## src/rtl/dbd_pkg.sv

```systemverilog
// Package with constants and carrier types of the blank and dim control block.
`default_nettype none
package dbd_pkg;
  localparam int DIGITS = 4;
  // Control register field positions within the written data word.
  localparam int CTL_BLANK_POS = 2;
  localparam int CTL_BRIGHT_LSB = 3;
  localparam int CTL_COMPAT_POS = 6;
  // Attribute field positions within the written data word.
  localparam int ATT_CURSOR_POS = 0;
  localparam int ATT_OVR_POS = 1;
  // Reset values after wipe.
  localparam logic [4:0] CTL_RESET = 5'h00;
  localparam logic [3:0] ATT_RESET = 4'h0;
  // Modulation frame and per-code on-cycles (100,60,40,27,17,10,7,3 percent of 100 steps).
  localparam int PWM_STEPS = 100;
  localparam logic [6:0] PWM_LAST = 7'h63;
  localparam logic [6:0] DUTY_0 = 7'h64;
  localparam logic [6:0] DUTY_1 = 7'h3c;
  localparam logic [6:0] DUTY_2 = 7'h28;
  localparam logic [6:0] DUTY_3 = 7'h1b;
  localparam logic [6:0] DUTY_4 = 7'h11;
  localparam logic [6:0] DUTY_5 = 7'h0a;
  localparam logic [6:0] DUTY_6 = 7'h07;
  localparam logic [6:0] DUTY_7 = 7'h03;
  // Shortest clear pulse a host should give, and its length in clock cycles.
  localparam int WIPE_NS = 10000;
  localparam int CLK_NS = 8;
  localparam int WIPE_CYC = (WIPE_NS + CLK_NS - 1) / CLK_NS;

  typedef struct packed {
    logic compat;
    logic [2:0] bright;
    logic gblank;
  } dbd_ctl_s;

  typedef struct packed {
    logic wr;
    logic sel_ctl;
    logic [1:0] addr;
    logic [6:0] data;
  } dbd_wr_s;
endpackage
`default_nettype wire

```

## src/rtl/dbd_ctrl.sv

```systemverilog
// Blanking and dimming control of a four-digit dot-matrix display.
`timescale 1ns/1ps
`default_nettype none
module dbd_ctrl (
  input wire logic mclk_in,                     // System clock, 125 MHz.
  input wire logic nrst_in,                     // Synchronous reset, active low.
  input wire logic wipe_n_in,                   // Clear pin, active low.
  input wire logic ext_blank_n_in,              // Blank pin, active low.
  input wire logic cursor_show_sel_in,          // Cursor display select pin.
  input wire logic wr_n_in,                     // Write strobe pin, active low.
  input wire logic ce_n_in,                     // Combined chip enable, active low.
  input wire logic ascii_sel_in,                // High selects character RAM.
  input wire logic [1:0] addr_in,               // Digit address.
  input wire logic [6:0] data_in,               // Write data.
  output logic [dbd_pkg::DIGITS-1:0] row_en_out,   // Row driver enable per digit.
  output logic [dbd_pkg::DIGITS-1:0] cursor_out    // Digit shows full cursor block.
);
  // Pin synchronisers.
  logic [5:0] s1_r;
  logic [5:0] s2_r;
  logic blank_n;
  logic wipe_n;
  logic cursor_show_sel;
  logic wr_n;
  logic ce_n;
  logic csel;
  logic wr_d_r;
  logic [1:0] addr_s1_r;
  logic [1:0] addr_s2_r;
  logic [6:0] data_s1_r;
  logic [6:0] data_s2_r;

  always_ff @(posedge mclk_in) begin
    if (!nrst_in) begin
      s1_r <= 6'h3f;
      s2_r <= 6'h3f;
      addr_s1_r <= 2'h0;
      addr_s2_r <= 2'h0;
      data_s1_r <= 7'h00;
      data_s2_r <= 7'h00;
      wr_d_r <= 1'b1;
    end else begin
      s1_r <= {ext_blank_n_in, wipe_n_in, cursor_show_sel_in, wr_n_in, ce_n_in, ascii_sel_in};
      s2_r <= s1_r;
      addr_s1_r <= addr_in;
      addr_s2_r <= addr_s1_r;
      data_s1_r <= data_in;
      data_s2_r <= data_s1_r;
      wr_d_r <= wr_n;
    end
  end

  assign {blank_n, wipe_n, cursor_show_sel, wr_n, ce_n, csel} = s2_r;

  // Control register and attribute bits.
  dbd_pkg::dbd_ctl_s ctl_r;
  dbd_pkg::dbd_ctl_s ctl_nxt;
  logic [dbd_pkg::DIGITS-1:0] ovr_r;
  logic [dbd_pkg::DIGITS-1:0] ovr_nxt;
  logic [dbd_pkg::DIGITS-1:0] cur_r;
  logic [dbd_pkg::DIGITS-1:0] cur_nxt;
  logic wr_rise;

  // Data is latched on the rising edge of the write strobe.
  assign wr_rise = wr_n && !wr_d_r && !ce_n && !csel;

  always_comb begin
    ctl_nxt = ctl_r;
    ovr_nxt = ovr_r;
    cur_nxt = cur_r;
    if (!wipe_n) begin
      ctl_nxt = dbd_pkg::CTL_RESET;
      ovr_nxt = dbd_pkg::ATT_RESET;
      cur_nxt = dbd_pkg::ATT_RESET;
    end else if (wr_rise) begin
      ctl_nxt.compat = data_s2_r[dbd_pkg::CTL_COMPAT_POS];
      ctl_nxt.bright = data_s2_r[dbd_pkg::CTL_BRIGHT_LSB +: 3];
      ctl_nxt.gblank = data_s2_r[dbd_pkg::CTL_BLANK_POS];
      ovr_nxt[addr_s2_r] = data_s2_r[dbd_pkg::ATT_OVR_POS];
      cur_nxt[addr_s2_r] = data_s2_r[dbd_pkg::ATT_CURSOR_POS];
    end
  end

  always_ff @(posedge mclk_in) begin
    if (!nrst_in) begin
      ctl_r <= dbd_pkg::CTL_RESET;
      ovr_r <= dbd_pkg::ATT_RESET;
      cur_r <= dbd_pkg::ATT_RESET;
    end else begin
      ctl_r <= ctl_nxt;
      ovr_r <= ovr_nxt;
      cur_r <= cur_nxt;
    end
  end

  // Internal modulation.
  logic pwm_on;
  logic pwm_half;
  logic int_on;

  dbd_pwm u_pwm (
    .mclk_in(mclk_in),
    .nrst_in(nrst_in),
    .code_in(ctl_r.bright),
    .on_out(pwm_on),
    .half_out(pwm_half)
  );

  assign int_on = ctl_r.compat ? 1'b1 : pwm_on;

  // Per-digit enable.
  logic [dbd_pkg::DIGITS-1:0] row_en_nxt;
  logic [dbd_pkg::DIGITS-1:0] cursor_nxt;
  logic [dbd_pkg::DIGITS-1:0] row_en_r;
  logic [dbd_pkg::DIGITS-1:0] cursor_r;
  logic blank_any;

  assign blank_any = !blank_n || ctl_r.gblank;

  // Two address bits reach exactly four digits, so no other count can be served.
  if (dbd_pkg::DIGITS != 4) begin : g_digits_check
    $error("digit count must be four");
  end

  genvar g;
  generate
    for (g = 0; g < dbd_pkg::DIGITS; g++) begin : g_dig
      always_comb begin
        if (ctl_r.compat) begin
          row_en_nxt[g] = blank_n;
        end else if (ovr_r[g]) begin
          row_en_nxt[g] = int_on;
        end else begin
          row_en_nxt[g] = !blank_any && int_on;
        end
        cursor_nxt[g] = cursor_show_sel && cur_r[g];
        if (cursor_nxt[g] && !pwm_half) begin
          row_en_nxt[g] = 1'b0;
        end
      end
    end
  endgenerate

  always_ff @(posedge mclk_in) begin
    if (!nrst_in) begin
      row_en_r <= '0;
      cursor_r <= '0;
    end else begin
      row_en_r <= row_en_nxt;
      cursor_r <= cursor_nxt;
    end
  end

  assign row_en_out = row_en_r;
  assign cursor_out = cursor_r;

  AST_COMPAT_PIN: assert property (@(posedge mclk_in) disable iff (!nrst_in)
    ctl_r.compat && !cursor_nxt[0] |=> row_en_r[0] == $past(blank_n))
    else $error("compat mode digit does not follow blank pin");
  AST_GBLANK: assert property (@(posedge mclk_in) disable iff (!nrst_in)
    !ctl_r.compat && ctl_r.gblank && !ovr_r[1] |=> !row_en_r[1])
    else $error("global blank did not blank digit");
  AST_PIN_BLANK: assert property (@(posedge mclk_in) disable iff (!nrst_in)
    !blank_n && !ovr_r[2] |=> !row_en_r[2])
    else $error("blank pin low did not blank digit");
  AST_OVERRIDE: assert property (@(posedge mclk_in) disable iff (!nrst_in)
    !ctl_r.compat && ovr_r[3] && !cursor_nxt[3] && pwm_on |=> row_en_r[3])
    else $error("overridden digit was blanked");
  AST_NO_DIM_COMPAT: assert property (@(posedge mclk_in) disable iff (!nrst_in)
    ctl_r.compat && blank_n && !cursor_nxt[0] |=> row_en_r[0])
    else $error("internal dimming active in compat mode");
  AST_WIPE: assert property (@(posedge mclk_in) disable iff (!nrst_in)
    !wipe_n |=> ctl_r == dbd_pkg::CTL_RESET && ovr_r == 4'h0 && cur_r == 4'h0)
    else $error("wipe did not clear control bits");
  AST_CURSOR: assert property (@(posedge mclk_in) disable iff (!nrst_in)
    cursor_show_sel && cur_r[1] |=> cursor_r[1])
    else $error("cursor not shown");
  AST_PWM_GATE: assert property (@(posedge mclk_in) disable iff (!nrst_in)
    !ctl_r.compat && !pwm_on |=> row_en_r == 4'h0)
    else $error("digit lit during modulation off phase");
  AST_GBLANK_ALL: assert property (@(posedge mclk_in) disable iff (!nrst_in)
    !ctl_r.compat && ctl_r.gblank |=> (row_en_r & ~$past(ovr_r)) == 4'h0)
    else $error("global blank left a plain digit lit");
  AST_PIN_ALL: assert property (@(posedge mclk_in) disable iff (!nrst_in)
    !ctl_r.compat && !blank_n |=> (row_en_r & ~$past(ovr_r)) == 4'h0)
    else $error("plain digit lit while blank pin low");
  AST_FLASH_KEEP: assert property (@(posedge mclk_in) disable iff (!nrst_in)
    !ctl_r.compat && ovr_r[2] && !blank_n && pwm_on && !cursor_nxt[2] |=> row_en_r[2])
    else $error("overridden digit went dark with blank pin low");
  AST_DIM_EXTENDED: assert property (@(posedge mclk_in) disable iff (!nrst_in)
    !ctl_r.compat && ovr_r[3] && !pwm_on |=> !row_en_r[3])
    else $error("overridden digit lit during modulation off phase");
  AST_COMPAT_ALL: assert property (@(posedge mclk_in) disable iff (!nrst_in)
    ctl_r.compat && cursor_nxt == 4'h0 |=> row_en_r == {dbd_pkg::DIGITS{$past(blank_n)}})
    else $error("compat mode digits do not follow blank pin");
  AST_COMPAT_FIELD: assert property (@(posedge mclk_in) disable iff (!nrst_in)
    wr_rise && wipe_n |=> ctl_r.compat == $past(data_s2_r[dbd_pkg::CTL_COMPAT_POS]))
    else $error("compat bit not taken from write data");
  AST_BRIGHT_FIELD: assert property (@(posedge mclk_in) disable iff (!nrst_in)
    wr_rise && wipe_n |=> ctl_r.bright == $past(data_s2_r[dbd_pkg::CTL_BRIGHT_LSB +: 3]))
    else $error("brightness code not taken from write data");
  AST_CURSOR_HALF: assert property (@(posedge mclk_in) disable iff (!nrst_in)
    cursor_nxt[2] && !pwm_half |=> !row_en_r[2])
    else $error("cursor digit lit in its dark half phase");
  AST_CURSOR_OFF: assert property (@(posedge mclk_in) disable iff (!nrst_in)
    !cursor_show_sel |=> cursor_r == 4'h0)
    else $error("cursor shown with cursor select low");
endmodule // dbd_ctrl
`default_nettype wire

```

## src/rtl/dbd_pwm.sv

```systemverilog
// Internal brightness modulator that turns a three-bit code into an enable.
`timescale 1ns/1ps
`default_nettype none
module dbd_pwm (
  input wire logic mclk_in,        // System clock.
  input wire logic nrst_in,        // Synchronous reset, active low.
  input wire logic [2:0] code_in,  // Brightness code, 0 brightest.
  output logic on_out,             // Modulated enable.
  output logic half_out            // Half-duty phase for the cursor.
);
  logic [6:0] cnt_r;
  logic [6:0] cnt_nxt;
  logic on_r;
  logic on_nxt;
  logic [6:0] duty;

  always_comb begin
    case (code_in)
      3'h0: duty = dbd_pkg::DUTY_0;
      3'h1: duty = dbd_pkg::DUTY_1;
      3'h2: duty = dbd_pkg::DUTY_2;
      3'h3: duty = dbd_pkg::DUTY_3;
      3'h4: duty = dbd_pkg::DUTY_4;
      3'h5: duty = dbd_pkg::DUTY_5;
      3'h6: duty = dbd_pkg::DUTY_6;
      default: duty = dbd_pkg::DUTY_7;
    endcase
    cnt_nxt = (cnt_r == dbd_pkg::PWM_LAST) ? 7'h00 : cnt_r + 7'h01;
    on_nxt = cnt_nxt < duty;
  end

  always_ff @(posedge mclk_in) begin
    if (!nrst_in) begin
      cnt_r <= 7'h00;
      on_r <= 1'b0;
    end else begin
      cnt_r <= cnt_nxt;
      on_r <= on_nxt;
    end
  end

  assign on_out = on_r;
  assign half_out = cnt_r[0];

  AST_DUTY_MAX: assert property (@(posedge mclk_in) disable iff (!nrst_in)
    (code_in == 3'h0) && $stable(code_in) && $past(nrst_in) |-> on_r)
    else $error("code zero must keep the enable on");
endmodule // dbd_pwm
`default_nettype wire

```

## config.mk

```make
export PLATFORM = sky130hd
export DESIGN_NAME = dbd_ctrl
export DESIGN_NICKNAME = d
export VERILOG_FILES = /design/src/rtl/dbd_pkg.sv /design/src/rtl/dbd_ctrl.sv /design/src/rtl/dbd_pwm.sv
export SDC_FILE = /design/constraint.sdc
export NUM_CORES = 1
export LEC_CHECK = 0
export ABC_CLOCK_PERIOD_IN_PS = 2700
export BUFFER_PORTS_ARGS = -buffer_cell sky130_fd_sc_hd__buf_2
export CAP_MARGIN = 20
export CORE_ASPECT_RATIO = 2
export CORE_UTILIZATION = 40
export DETAILED_ROUTE_END_ITERATION = 7
export GPL_TIMING_DRIVEN = 0
export MAX_ROUTING_LAYER = met4
export SYNTH_ARGS = -nofsm -noshare
export SYNTH_HDL_FRONTEND = slang
export SYNTH_SLANG_ARGS = --single-unit
```

## constraint.sdc

```tcl
create_clock -name mclk_in -period 2.7 [get_ports mclk_in]
set_clock_uncertainty 0.05 [all_clocks]
set_input_delay 0.135 -clock mclk_in [delete_from_list [all_inputs] [get_ports mclk_in]]
set_output_delay 0.135 -clock mclk_in [all_outputs]
set_load 0.005 [all_outputs]
```

# Word level (Yosys, flattened, before mapping)
# Cells that the tools add are included.
classes:
  addsub: 1
  n_mul: 0
  div_mod_pow: 0
  n_lt_le_gt_ge: 3
  n_eq_ne: 7
  shifts: 0
  n_mux: 15
  bitwise_logic: 1
  n_reduce_logical: 26
ops:
  columns: ["cell", "n"]
  rows:
  - ["$pmux W7 S7", 1]
  - ["$logic_and A1 B1 Y1", 13]
  - ["$mux W1", 10]
  - ["$eq A3 B3 Y1 const B", 3]
  - ["$bwmux W4", 2]
  - ["$reduce_or A2 Y1", 4]
  - ["$add A7 B1 Y7 const B", 1]
  - ["$eq A7 B7 Y1 const B", 1]
  - ["$lt A7 B7 Y1", 1]
  - ["$mux W7", 1]
  - ["$eq A3 B2 Y1 const B", 2]
  - ["$logic_not A1 Y1", 6]
  - ["$eq A3 B1 Y1 const B", 1]
  - ["$logic_not A3 Y1", 1]
  - ["$lt A2 B3 Y1 const B", 1]
  - ["$demux W1 S2", 1]
  - ["$ge A2 B1 Y1 const B", 1]
  - ["$reduce_and A2 Y1", 1]
  - ["$logic_or A1 B1 Y1", 1]
  - ["$not A1 Y1", 1]
word_totals:
  register_bits: 60
  latchBits: 0
  ramBits: 0
  mem_bits_ro: 0
  inputBits: 17
  output_inout_bits: 8
  wordCells: 72
  mem_count: 0

# Logic depth before layout (Yosys ltp)
# Gate-level depths: netlist of run 1.
logic_depth:
  depth_word: 6
  ltp_mapped: 9
  mapped_depth_nobuf: 9

# Cells and area by module
# From an unflattened synthesis of run 1, not the netlist that was laid out.
hier_totals:
  hier_cells: 212
  area_unflattened_um2: 2182.1
modules_own_cells:
  columns: ["module", "n_inst", "cells_per_inst", "area_per_inst_um2", "seq_area_each_um2"]
  rows:
  - ["dbd_ctrl", 1, 150, 1624.1, 1041.0]
  - ["dbd_pwm", 1, 62, 558.0, 160.2]

# Worst setup path after synthesis of run 1
# No wires, ideal clock.
synth_path:
  kind: "reg-to-reg"
  startpoint: "register u_pwm.cnt_r[0]"
  endpoint: "register u_pwm.on_r (netlist: u_pwm.on_out)"
  setup_ns: 0.074
  arrival_ns: 1.970
  required_time_ns: 2.576
  path_slack_ns: 0.606
  stages_incl_launch_ff: 9
  n_path_buf: 0
  period_less_slack_ns: 2.094
  cell_sequence: "dfxtp_1 -> ha_1 -> nand4bb_1 -> nor3b_2 -> a21oi_2 -> ha_1 -> and3_1 -> a221o_1 -> a31oi_1"
synth_between:
  elab_chain_len: 3
  elab_cells_between_ends: 4
  cone_classes: "1 x add/sub; 1 x order compare; 1 x eq/ne; 1 x mux"
synth_rtl:
  columns: ["element", "line", "text"]
  rows:
  - ["start, declared", "dbd_pwm.sv:11", "logic [6:0] cnt_r;"]
  - ["start signal, assigned", "dbd_pwm.sv:37", "cnt_r <= cnt_nxt;"]
  - ["$add A7 B1 Y7 or $eq A7 B7 Y1 (tied branches)", "dbd_pwm.sv:28", "cnt_nxt = (cnt_r == dbd_pkg::PWM_LAST) ? 7'h00 : cnt_r + 7'h01;"]
  - ["$mux W7 *", "dbd_pwm.sv:28", null]
  - ["via u_pwm.cnt_nxt[5]", "dbd_pwm.sv:12", "logic [6:0] cnt_nxt;"]
  - ["$lt A7 B7 Y1 *", "dbd_pwm.sv:29", "on_nxt = cnt_nxt < duty;"]
  - ["end signal, assigned", "dbd_pwm.sv:38", "on_r <= on_nxt;"]
  - ["end, declared", "dbd_pwm.sv:13", "logic on_r;"]
# The timed path passes the listed nets; every way through them passes the cells marked *.
# A chain may end at the register's enable or synchronous reset.

# Final worst setup path of run 1
# Same ends and word-level chain as after synthesis.

==> flow_summary.json, run 1 <==
{
  "run_status": "completed",
  "worstPathCellList": "ha_1 -> nand4bb_1 -> nor3b_2 -> a21oi_2 -> ha_1 -> and3_1 -> a221o_1 -> a31oi_1",
  "antenna_found_initial": 0,
  "dp.cells": 294,
  "fin_crit_ps": 2411,
  "synth_cell_types": 31,
  "critPathCaptureType": "flop",
  "die_width_um": 54.47,
  "via_per_inst": 4.763,
  "root_buffer": "clkbuf_8",
  "netlist_instances": 212,
  "placementRows": 37,
  "r2r_start": "u_pwm.cnt_r[0]",
  "gp_congestion": 0.8107,
  "peakVddDrop_v": 0.0003837,
  "cp_common_cell": "ha_1",
  "synthFlopType": "dfxtp_1",
  "antenna_cells": 0,
  "htreeDepth": 3,
  "numCtsBuffers": 9,
  "async_reset_ff_share_pct": 0,
  "synth-seq-cells": 60,
  "finalSetupViolCount": 0,
  "p_per_area_mw_per_mm2": 664.0,
  "dp_slack_ps": 296.6,
  "crit_path_start_kind": "flop",
  "syn_nets": 236,
  "portBuffers": 24,
  "cp_max_fo": 5,
  "grt_pass1_wl_mm": 6.810,
  "grt_max_degree": 11,
  "cp_data_required_time_ps": 2900,
  "worst_slew_pin_slew_ps": 546.1,
  "post_layout_nonfiller_instances": 325,
  "synth.yosys.seq_area_share_pct": 54.55,
  "maxCapViolCount": 0,
  "setup_ws_ps": 289.5,
  "routedWlPerCell_um": 12.16,
  "drv_slew": 0,
  "path_class": "flop to flop",
  "crit_path_start": "u_pwm.cnt_r[0]",
  "postCtsSetupBuffers": 0,
  "drc": 0,
  "hp-start": "nrst_in",
  "pin_count": 25,
  "slowest_delay_ps": 430,
  "hp-class": "input port to flop",
  "ctsResizeCount": 0,
  "tns_ps": 0,
  "clkLatencyLatePin_ps": 330,
  "clockBufferDepth": 2,
  "clkTransAtPathRegs_ps": 60,
  "die_h_um": 106.9,
  "vias": 1548,
  "power_w": 0.001824,
  "nNetsFinal": 286,
  "grt_util_all_layers_pct": 17.56,
  "dr.pass1.iters": 2,
  "p_leak_nw": 1.210,
  "die_area_mm2": 0.005824,
  "cts_tree": "yes",
  "finalHoldViolations": 0,
  "critPathSlowestCell": "dfxtp_1",
  "ant_nets": 0,
  "r2r_slack_ps": 290,
  "rsz0062_at_grt": "no",
  "grt_pass1_vias": 1504,
  "gr-total-overflow": 0,
  "wirelength_mm": 3.953,
  "coreArea_mm2": 0.005231,
  "synth.avg_cell_area_um2": 10.39,
  "cp.arrival_ps": 2610,
  "first_iter_violations": 28,
  "dp_hpwl_mm": 2.726,
  "finalCritPeriodShare_pct": 89.28,
  "yosys_warnings": 0,
  "initial_utilization_pct": 42.10,
  "areaGrowthSynthToFinish_pct": 24.77,
  "mappedNetlistArea_mm2": 0.002202,
  "layout-drive-gt1-share_pct": 17.23,
  "synth_edf_count": 0,
  "cts.sinks": 60,
  "relSlewSlack_pct": 63.59,
  "fmax_ghz": 0.4148
}
placed cells by master (no fill, tap or decap), drive strengths merged, types with 7 or more instances in the layout:
cell type,count
clkbuf,20
dlygate4sd3,15
and2,25
ha,7
nand2b,14
nand2,14
nor2,19
a21oi,7
buf,26
dfxtp,60
mux2i,15
o21ai,7
final timing paths:
path             endpoint  cells after the start
max          u_pwm.on_out                      8
min          u_pwm.on_out                      4
max reg2reg  u_pwm.on_out                      8
min reg2reg       s2_r[2]                      1
synth_stat cells, drive strengths merged, types with 2 or more instances:
master | number | share of area (%)
and2 | 25 | 7.1
nor2b | 6 | 1.7
a21oi | 7 | 1.8
mux2i | 15 | 6.8
xnor2 | 3 | 1.2
buf | 2 | 0.74
nor2 | 19 | 3.2
nand3b | 2 | 0.68
a21o | 2 | 0.68
nand3 | 3 | 0.68
or3 | 2 | 0.57
nand2 | 14 | 2.4
clkbuf | 8 | 1.4
nor3b | 3 | 1.8
dfxtp | 60 | 55
nand2b | 14 | 4.0
and3 | 5 | 1.4
o21ai | 7 | 1.6
ha | 7 | 4.0
per-layer routing:
metal | routed length (um) | GRT usage [%] | share of wire (%) | vias up
li1 | - | - | - | 805
met1 | 1557 | 17.31 | 39 | 707
met2 | 2157 | 28.14 | 55 | 26
met3 | 128 | 6.667 | 3.2 | 10
met4 | 110 | 9.890 | 2.8 | 0
met5 | 0 | - | 0 | -
cell type report:
cell class	instances	area, um2
fill	500	2484
sequential	60	1201
multi-input combinational	142	954.7
timing repair buffer	39	270.3
clock buffer	12	155.1
tap	58	72.57
clock inverter	4	47.55
buffer	10	46.29
where the power goes:
| group | internal (W) | switching [W] | total [W] |
|---|---|---|---|
| logic | 0.0000519 | 0.0000403 | 0.0000922 |
| clock network | 0.000473 | 0.000331 | 0.000804 |
| registers | 0.000915 | 0.0000137 | 0.000928 |
| total | 0.00144 | 0.000385 | 0.00182 |
per-stage QoR:
stage,hold slack (ps),instance area (um2),utilization [%]
detailed placement,269.4,2395,45.78
finish,112.0,2748,52.52
CTS,98.93,2748,52.52
global placement,264.7,2395,45.78
global route,135.1,2748,52.52
floorplan,186.5,2202,-
what timing repair did:
| action | in CTS | in global routing |
|---|---|---|
| endpoints found under the hold margin | 15 | 0 |
| endpoints found under the setup margin | 0 | 0 |
| hold buffers | 15 | 0 |
logic make-up (layout without fill, tap and decap cells):
kind of cell,Yosys count,after routing,synth area share [%]
AND/OR/NAND/NOR,96,96,25.40
flip-flops,60,60,54.55
AO/OA/AOI/OAI,20,20,5.455
multiplexers,16,16,7.329
buffers and inverters,10,65,2.102
adder cells (fa/ha/maj),7,7,3.977
XOR/XNOR,3,3,1.193
critical path: cells and delay by family, from the launching register on:
kind                       cells  cell delay, ps
AOI/OAI and AO/OA              3             570
adders and majority gates      2             590
DFF                            1             430
and+or+nand+nor                3             700
state kept, by name, summed over array words and instances, names as in the netlist, 5 cells and up:
| register | cells |
|---|---|
| data_s1_r | 7 |
| data_s2_r | 7 |
| u_pwm.cnt_r | 7 |
| s1_r | 6 |
| s2_r | 6 |
| ctl_r | 5 |
Power figures use the tool's default switching activity.
==> run 2: changes to the inputs <==
Settings changed: CORE_ASPECT_RATIO 2 to 0.5, SETUP_SLACK_MARGIN set to 0.1.
==> run 2 against run 1 <==
  * Non-clock buffer count is the same
  * Sequential cell count is the same
  * Combinational power shrank 2%
  * Largest power group unchanged
  * Highest routed layer unchanged
==> flow_summary.json, run 2 (same netlist as run 1, synthesis figures left out) <==
{
  "dp_hpwl_mm": 2.929,
  "pin_count": 25,
  "root_buffer": "clkbuf_8",
  "clkLatencyLatePin_ps": 330,
  "grt_max_degree": 11,
  "vias": 1518,
  "fmax_ghz": 0.4150,
  "wirelength_mm": 4.056,
  "relSlewSlack_pct": 70.72,
  "dr.pass1.iters": 4,
  "critPathSlowestCell": "dfxtp_1",
  "clockBufferDepth": 2,
  "via_per_inst": 4.518,
  "cts.sinks": 60,
  "antenna_cells": 0,
  "initial_utilization_pct": 43.07,
  "cp_common_cell": "ha_1",
  "finalCritPeriodShare_pct": 89.24,
  "run_status": "completed",
  "peakVddDrop_v": 0.0003405,
  "cts_tree": "yes",
  "power_w": 0.001848,
  "rsz0062_at_grt": "no",
  "cp_max_fo": 5,
  "mostFrequentLayoutCells": "dfxtp_1, buf_2, and2_1, nor2_1",
  "finalHoldViolations": 0,
  "htreeDepth": 3,
  "reg_top3": "data_s1_r: 7 flops, data_s2_r: 7 flops, u_pwm.cnt_r: 7 flops",
  "tns_ps": 0,
  "p_per_area_mw_per_mm2": 667.3,
  "fillCellCount": 450,
  "fin_crit_ps": 2410,
  "crit_path_start_kind": "flop",
  "drc": 0,
  "ctsResizeCount": 0,
  "cp_data_required_time_ps": 2900,
  "grt_pass1_vias": 1438,
  "slowest_delay_ps": 400,
  "layout-drive-gt1-share_pct": 17.29,
  "worst_slew_pin_slew_ps": 439.2,
  "critPathCaptureType": "flop",
  "hp-class": "input port to flop",
  "antenna_found_initial": 0,
  "portBuffers": 24,
  "p_leak_nw": 1.208,
  "nNetsFinal": 286,
  "die_width_um": 106.9,
  "areaGrowthSynthToFinish_pct": 25.80,
  "drv_slew": 0,
  "clkTransAtPathRegs_ps": 60,
  "worstPathCellList": "ha_1 -> nand4bb_1 -> nor3b_2 -> a21oi_2 -> ha_1 -> and3_1 -> a221o_1 -> a31oi_1",
  "routedWlPerCell_um": 12.07,
  "ant_nets": 0,
  "placementRows": 18,
  "numCtsBuffers": 9,
  "gp_congestion": 0.7531,
  "grt_util_all_layers_pct": 16.87,
  "maxCapViolCount": 0,
  "die_h_um": 54.47,
  "cp.arrival_ps": 2610,
  "die_area_mm2": 0.005824,
  "finalSetupViolCount": 0,
  "first_iter_violations": 42,
  "grt_pass1_wl_mm": 6.596,
  "final_common_cell": "dfxtp_1",
  "coreArea_mm2": 0.005112,
  "gr-total-overflow": 0,
  "path_class": "flop to flop"
}
==> run 2: changes by cell type in the layout (fill, tap and decap cells not counted) <==
cell / change
clkbuf_8: +1
clkbuf_1: -1
clkinvlp_4: +1
clkinv_2: -2
==> run 2: timing repair <==
action | CTS | global route
buffers inserted | 0 | 0
hold endpoints to repair | 15 | 0
hold buffers | 15 | 0
==> run 2: area by class of cell <==
cell class              instances  area [um2]  share of cell area, %
multi-input cells             142       954.7                  34.46
well taps                      70       87.58                  3.162
flip-flops and latches         60        1201                  43.36
clock buffers                  12       165.2                  5.962
plain buffers                  10       46.29                  1.671
repair buffers                 39       270.3                  9.756
clock inverters                 3       45.04                  1.626
==> run 2: final timing paths <==
path,start,endpoint,slack [ps],depth (start not counted)
worst max-delay path,u_pwm.cnt_r[0],u_pwm.on_out,290,8
worst min-delay path,nrst_in,u_pwm.on_out,120,4
worst max register to register,u_pwm.cnt_r[0],u_pwm.on_out,290,8
worst min register to register,s1_r[3],s2_r[3],360,1
==> run 2: metrics by stage <==
| stage | area, um2 | hold WS [ps] | utilization, % | setup slack [ps] | cells |
|---|---|---|---|---|---|
| 2_1_floorplan | 2202 | 186.5 | - | 605.5 | 212 |
| 6_report | 2770 | 122.2 | 54.19 | 290.4 | 336 |
| 3_3_place_gp | 2410 | 266.5 | 47.14 | 304.6 | 306 |
| 5_1_grt | 2770 | 138.6 | 54.19 | 109.7 | 336 |
| 4_1_cts | 2770 | 108.2 | 54.19 | 278.2 | 336 |
| 3_5_place_dp | 2410 | 267.5 | 47.14 | 308.2 | 306 |
==> run 2: worst max-delay path, delay by kind of cell, from the launching register on <==
kind	cells	cell delay [ps]
DFF	1	400
adders and majority gates	2	580
AOI/OAI and AO/OA	3	560
and+or+nand+nor	3	720
==> run 2: power by group <==
part           internal [W]  switching, W   total, W
Combinational     0.0000518     0.0000388  0.0000906
Sequential         0.000915     0.0000152   0.000930
Clock              0.000496      0.000332   0.000828
Total               0.00146      0.000386    0.00185
==> run 2: layer usage <==
layer / up-vias / part of all wire [%] / GRT usage, %
met5: - / 0 / -
met4: 0 / 1.3 / 8.219
met3: 6 / 5.4 / 6.786
met2: 23 / 40 / 23.76
met1: 688 / 54 / 21.12
li1: 801 / - / -
==> run 3: changes to the inputs <==
Settings changed: CTS_CLUSTER_DIAMETER set to 50, RECOVER_POWER set to 50.
==> run 3 against run 2 <==
  * Sequential cell count stayed put
  * Core utilization decreased by 0.22 points
  * Combinational power shrank 1%
  * Die area stayed put
  * Sequential power is essentially flat
  * Final area decreased by 0.41%
  * Highest routed layer unchanged
  * Clock-buffer cell count unchanged
  * Critical path type unchanged
  * Total power about the same
==> flow_summary.json, run 3 (same netlist as run 1, synthesis figures left out) <==
{
  "run_status": "completed",
  "critPathSlowestCell": "dfxtp_1",
  "tns_ps": 0,
  "via_per_inst": 4.515,
  "r2r_cells": 8,
  "grt_util_all_layers_pct": 16.87,
  "worstSetupPathDepth": 8,
  "mostFrequentLayoutCells": "dfxtp_1, and2_1, nor2_1, clkbuf_1, buf_2",
  "htreeDepth": 3,
  "dr.pass1.iters": 4,
  "pin_count": 25,
  "fmax_ghz": 0.4156,
  "finalHoldViolations": 0,
  "areaGrowthSynthToFinish_pct": 25.28,
  "vias": 1517,
  "p_switching_w": 0.0003857,
  "gp_congestion": 0.7531,
  "hp-class": "input port to flop",
  "critPathCaptureType": "flop",
  "drv_slew": 0,
  "crit_path_start_kind": "flop",
  "die_area_mm2": 0.005824,
  "root_buffer": "clkbuf_8",
  "combinationalPowerShare_pct": 4.8,
  "postCtsSetupBuffers": 0,
  "peakVddDrop_v": 0.0003404,
  "setup_ws_ps": 293.9,
  "crit_end": "u_pwm.on_out",
  "p_leak_nw": 1.169,
  "cp_common_cell": "ha_1",
  "nNetsFinal": 286,
  "cts_tree": "yes",
  "portBuffers": 24,
  "antenna_found_initial": 0,
  "fillCellCount": 455,
  "coreArea_mm2": 0.005112,
  "rsz0062_at_grt": "no",
  "seqPwrFrac_pct": 50.4,
  "clkTransAtPathRegs_ps": 60,
  "r2r_slack_ps": 290,
  "wirelength_mm": 4.050,
  "die_width_um": 106.9,
  "first_iter_violations": 38,
  "final_common_cell": "dfxtp_1",
  "finalSetupViolCount": 0,
  "cp_max_fo": 5,
  "worstPathCellList": "ha_1 -> nand4bb_1 -> nor3b_2 -> a21oi_2 -> ha_1 -> and3_1 -> a221o_1 -> a31oi_1",
  "worst_slew_pin_slew_ps": 439.4,
  "routedWlPerCell_um": 12.05,
  "finalCritPeriodShare_pct": 89.11,
  "clkLatencyLatePin_ps": 330,
  "numCtsBuffers": 9,
  "relSlewSlack_pct": 70.71,
  "fin_crit_ps": 2406,
  "slowest_delay_ps": 400,
  "layout-drive-gt1-share_pct": 13.91,
  "placementRows": 18,
  "cp_top_family": "simple AND/OR/NAND/NOR gates",
  "clockBufferDepth": 2,
  "power.internal_w": 0.001461,
  "cp_data_required_time_ps": 2900,
  "crit_buf_inv": 0,
  "drc": 0,
  "p_clk_share_pct": 44.8,
  "gr-total-overflow": 0,
  "grt_pass1_wl_mm": 6.596,
  "rr_endpoint": "u_pwm.on_out",
  "crit_path_start": "u_pwm.cnt_r[0]",
  "ant_nets": 0,
  "swShare_pct": 20.88,
  "die_h_um": 54.47,
  "reg_top3": "data_s1_r: 7 flops, data_s2_r: 7 flops, u_pwm.cnt_r: 7 flops",
  "antenna_cells": 0,
  "maxCapViolCount": 0,
  "initial_utilization_pct": 43.07,
  "grt_pass1_vias": 1438,
  "cts.sinks": 60,
  "dp_hpwl_mm": 2.929,
  "dp_slack_ps": 308.2,
  "cp.arrival_ps": 2610,
  "path_class": "flop to flop",
  "p_per_area_mw_per_mm2": 669.4,
  "r2r_start": "u_pwm.cnt_r[0]",
  "grt_max_degree": 11
}
==> run 3: what timing repair did <==
action,in CTS,in global routing
gates resized for setup,0,0
hold buffers,15,0
hold endpoints to repair,15,0
==> run 3: area by class of cell <==
type / count / area (um2) / area share, %
clock buffer: 12 / 165.2 / 5.986
timing repair buffer: 39 / 259.0 / 9.388
tap: 70 / 87.58 / 3.175
clock inverter: 3 / 45.04 / 1.633
buffer: 10 / 46.29 / 1.678
sequential: 60 / 1201 / 43.54
multi-input combinational: 142 / 954.7 / 34.60
==> run 3: worst min-delay path by stage <==
| stage | endpoint | from | depth (start not counted) |
|---|---|---|---|
| detailed placement | s1_r[4] | wipe_n_in | 2 |
| global route | u_pwm.on_out | nrst_in | 4 |
| finish | u_pwm.on_out | nrst_in | 4 |
| global placement | s1_r[3] | cursor_show_sel_in | 2 |
| floorplan | s1_r[0] | ascii_sel_in | 1 |
| CTS | u_pwm.on_out | nrst_in | 4 |
==> run 3: metal layers <==
metal / track usage (%) / wire length (um)
met1: 21.12 / 2161
met2: 23.76 / 1620
met3: 6.786 / 217
met4: 8.219 / 51
met5: - / 0
==> run 3: through the flow <==
step / hold slack [ps] / util (%) / power, W / instance area [um2] / cells
after detailed placement: 267.5 / 47.14 / 0.001025 / 2410 / 306
after global placement: 266.5 / 47.14 / 0.001023 / 2410 / 306
after global routing: 160.2 / 53.96 / 0.001926 / 2759 / 336
final: 122.3 / 53.96 / 0.001847 / 2759 / 336
after floorplan: 186.5 / - / 0.0009935 / 2202 / 212
after CTS: 108.2 / 54.19 / 0.001869 / 2770 / 336
==> run 3: power by group through the flow <==
| stage | sequential (W) | clock (W) | combinational [W] |
|---|---|---|---|
| 2_1_floorplan | 0.000945 | 0 | 0.0000483 |
| 3_3_place_gp | 0.000949 | 0 | 0.0000746 |
| 3_5_place_dp | 0.000950 | 0 | 0.0000755 |
| 4_1_cts | 0.000930 | 0.000847 | 0.0000920 |
| 5_1_grt | 0.000933 | 0.000891 | 0.000103 |
| 6_report | 0.000930 | 0.000828 | 0.0000893 |
==> run 3: tightest hold or removal path, stage by stage <==
cell and delay, ps:
clkbuf_1 100, nand2b_1 80, a221o_1 100, a31oi_1 40
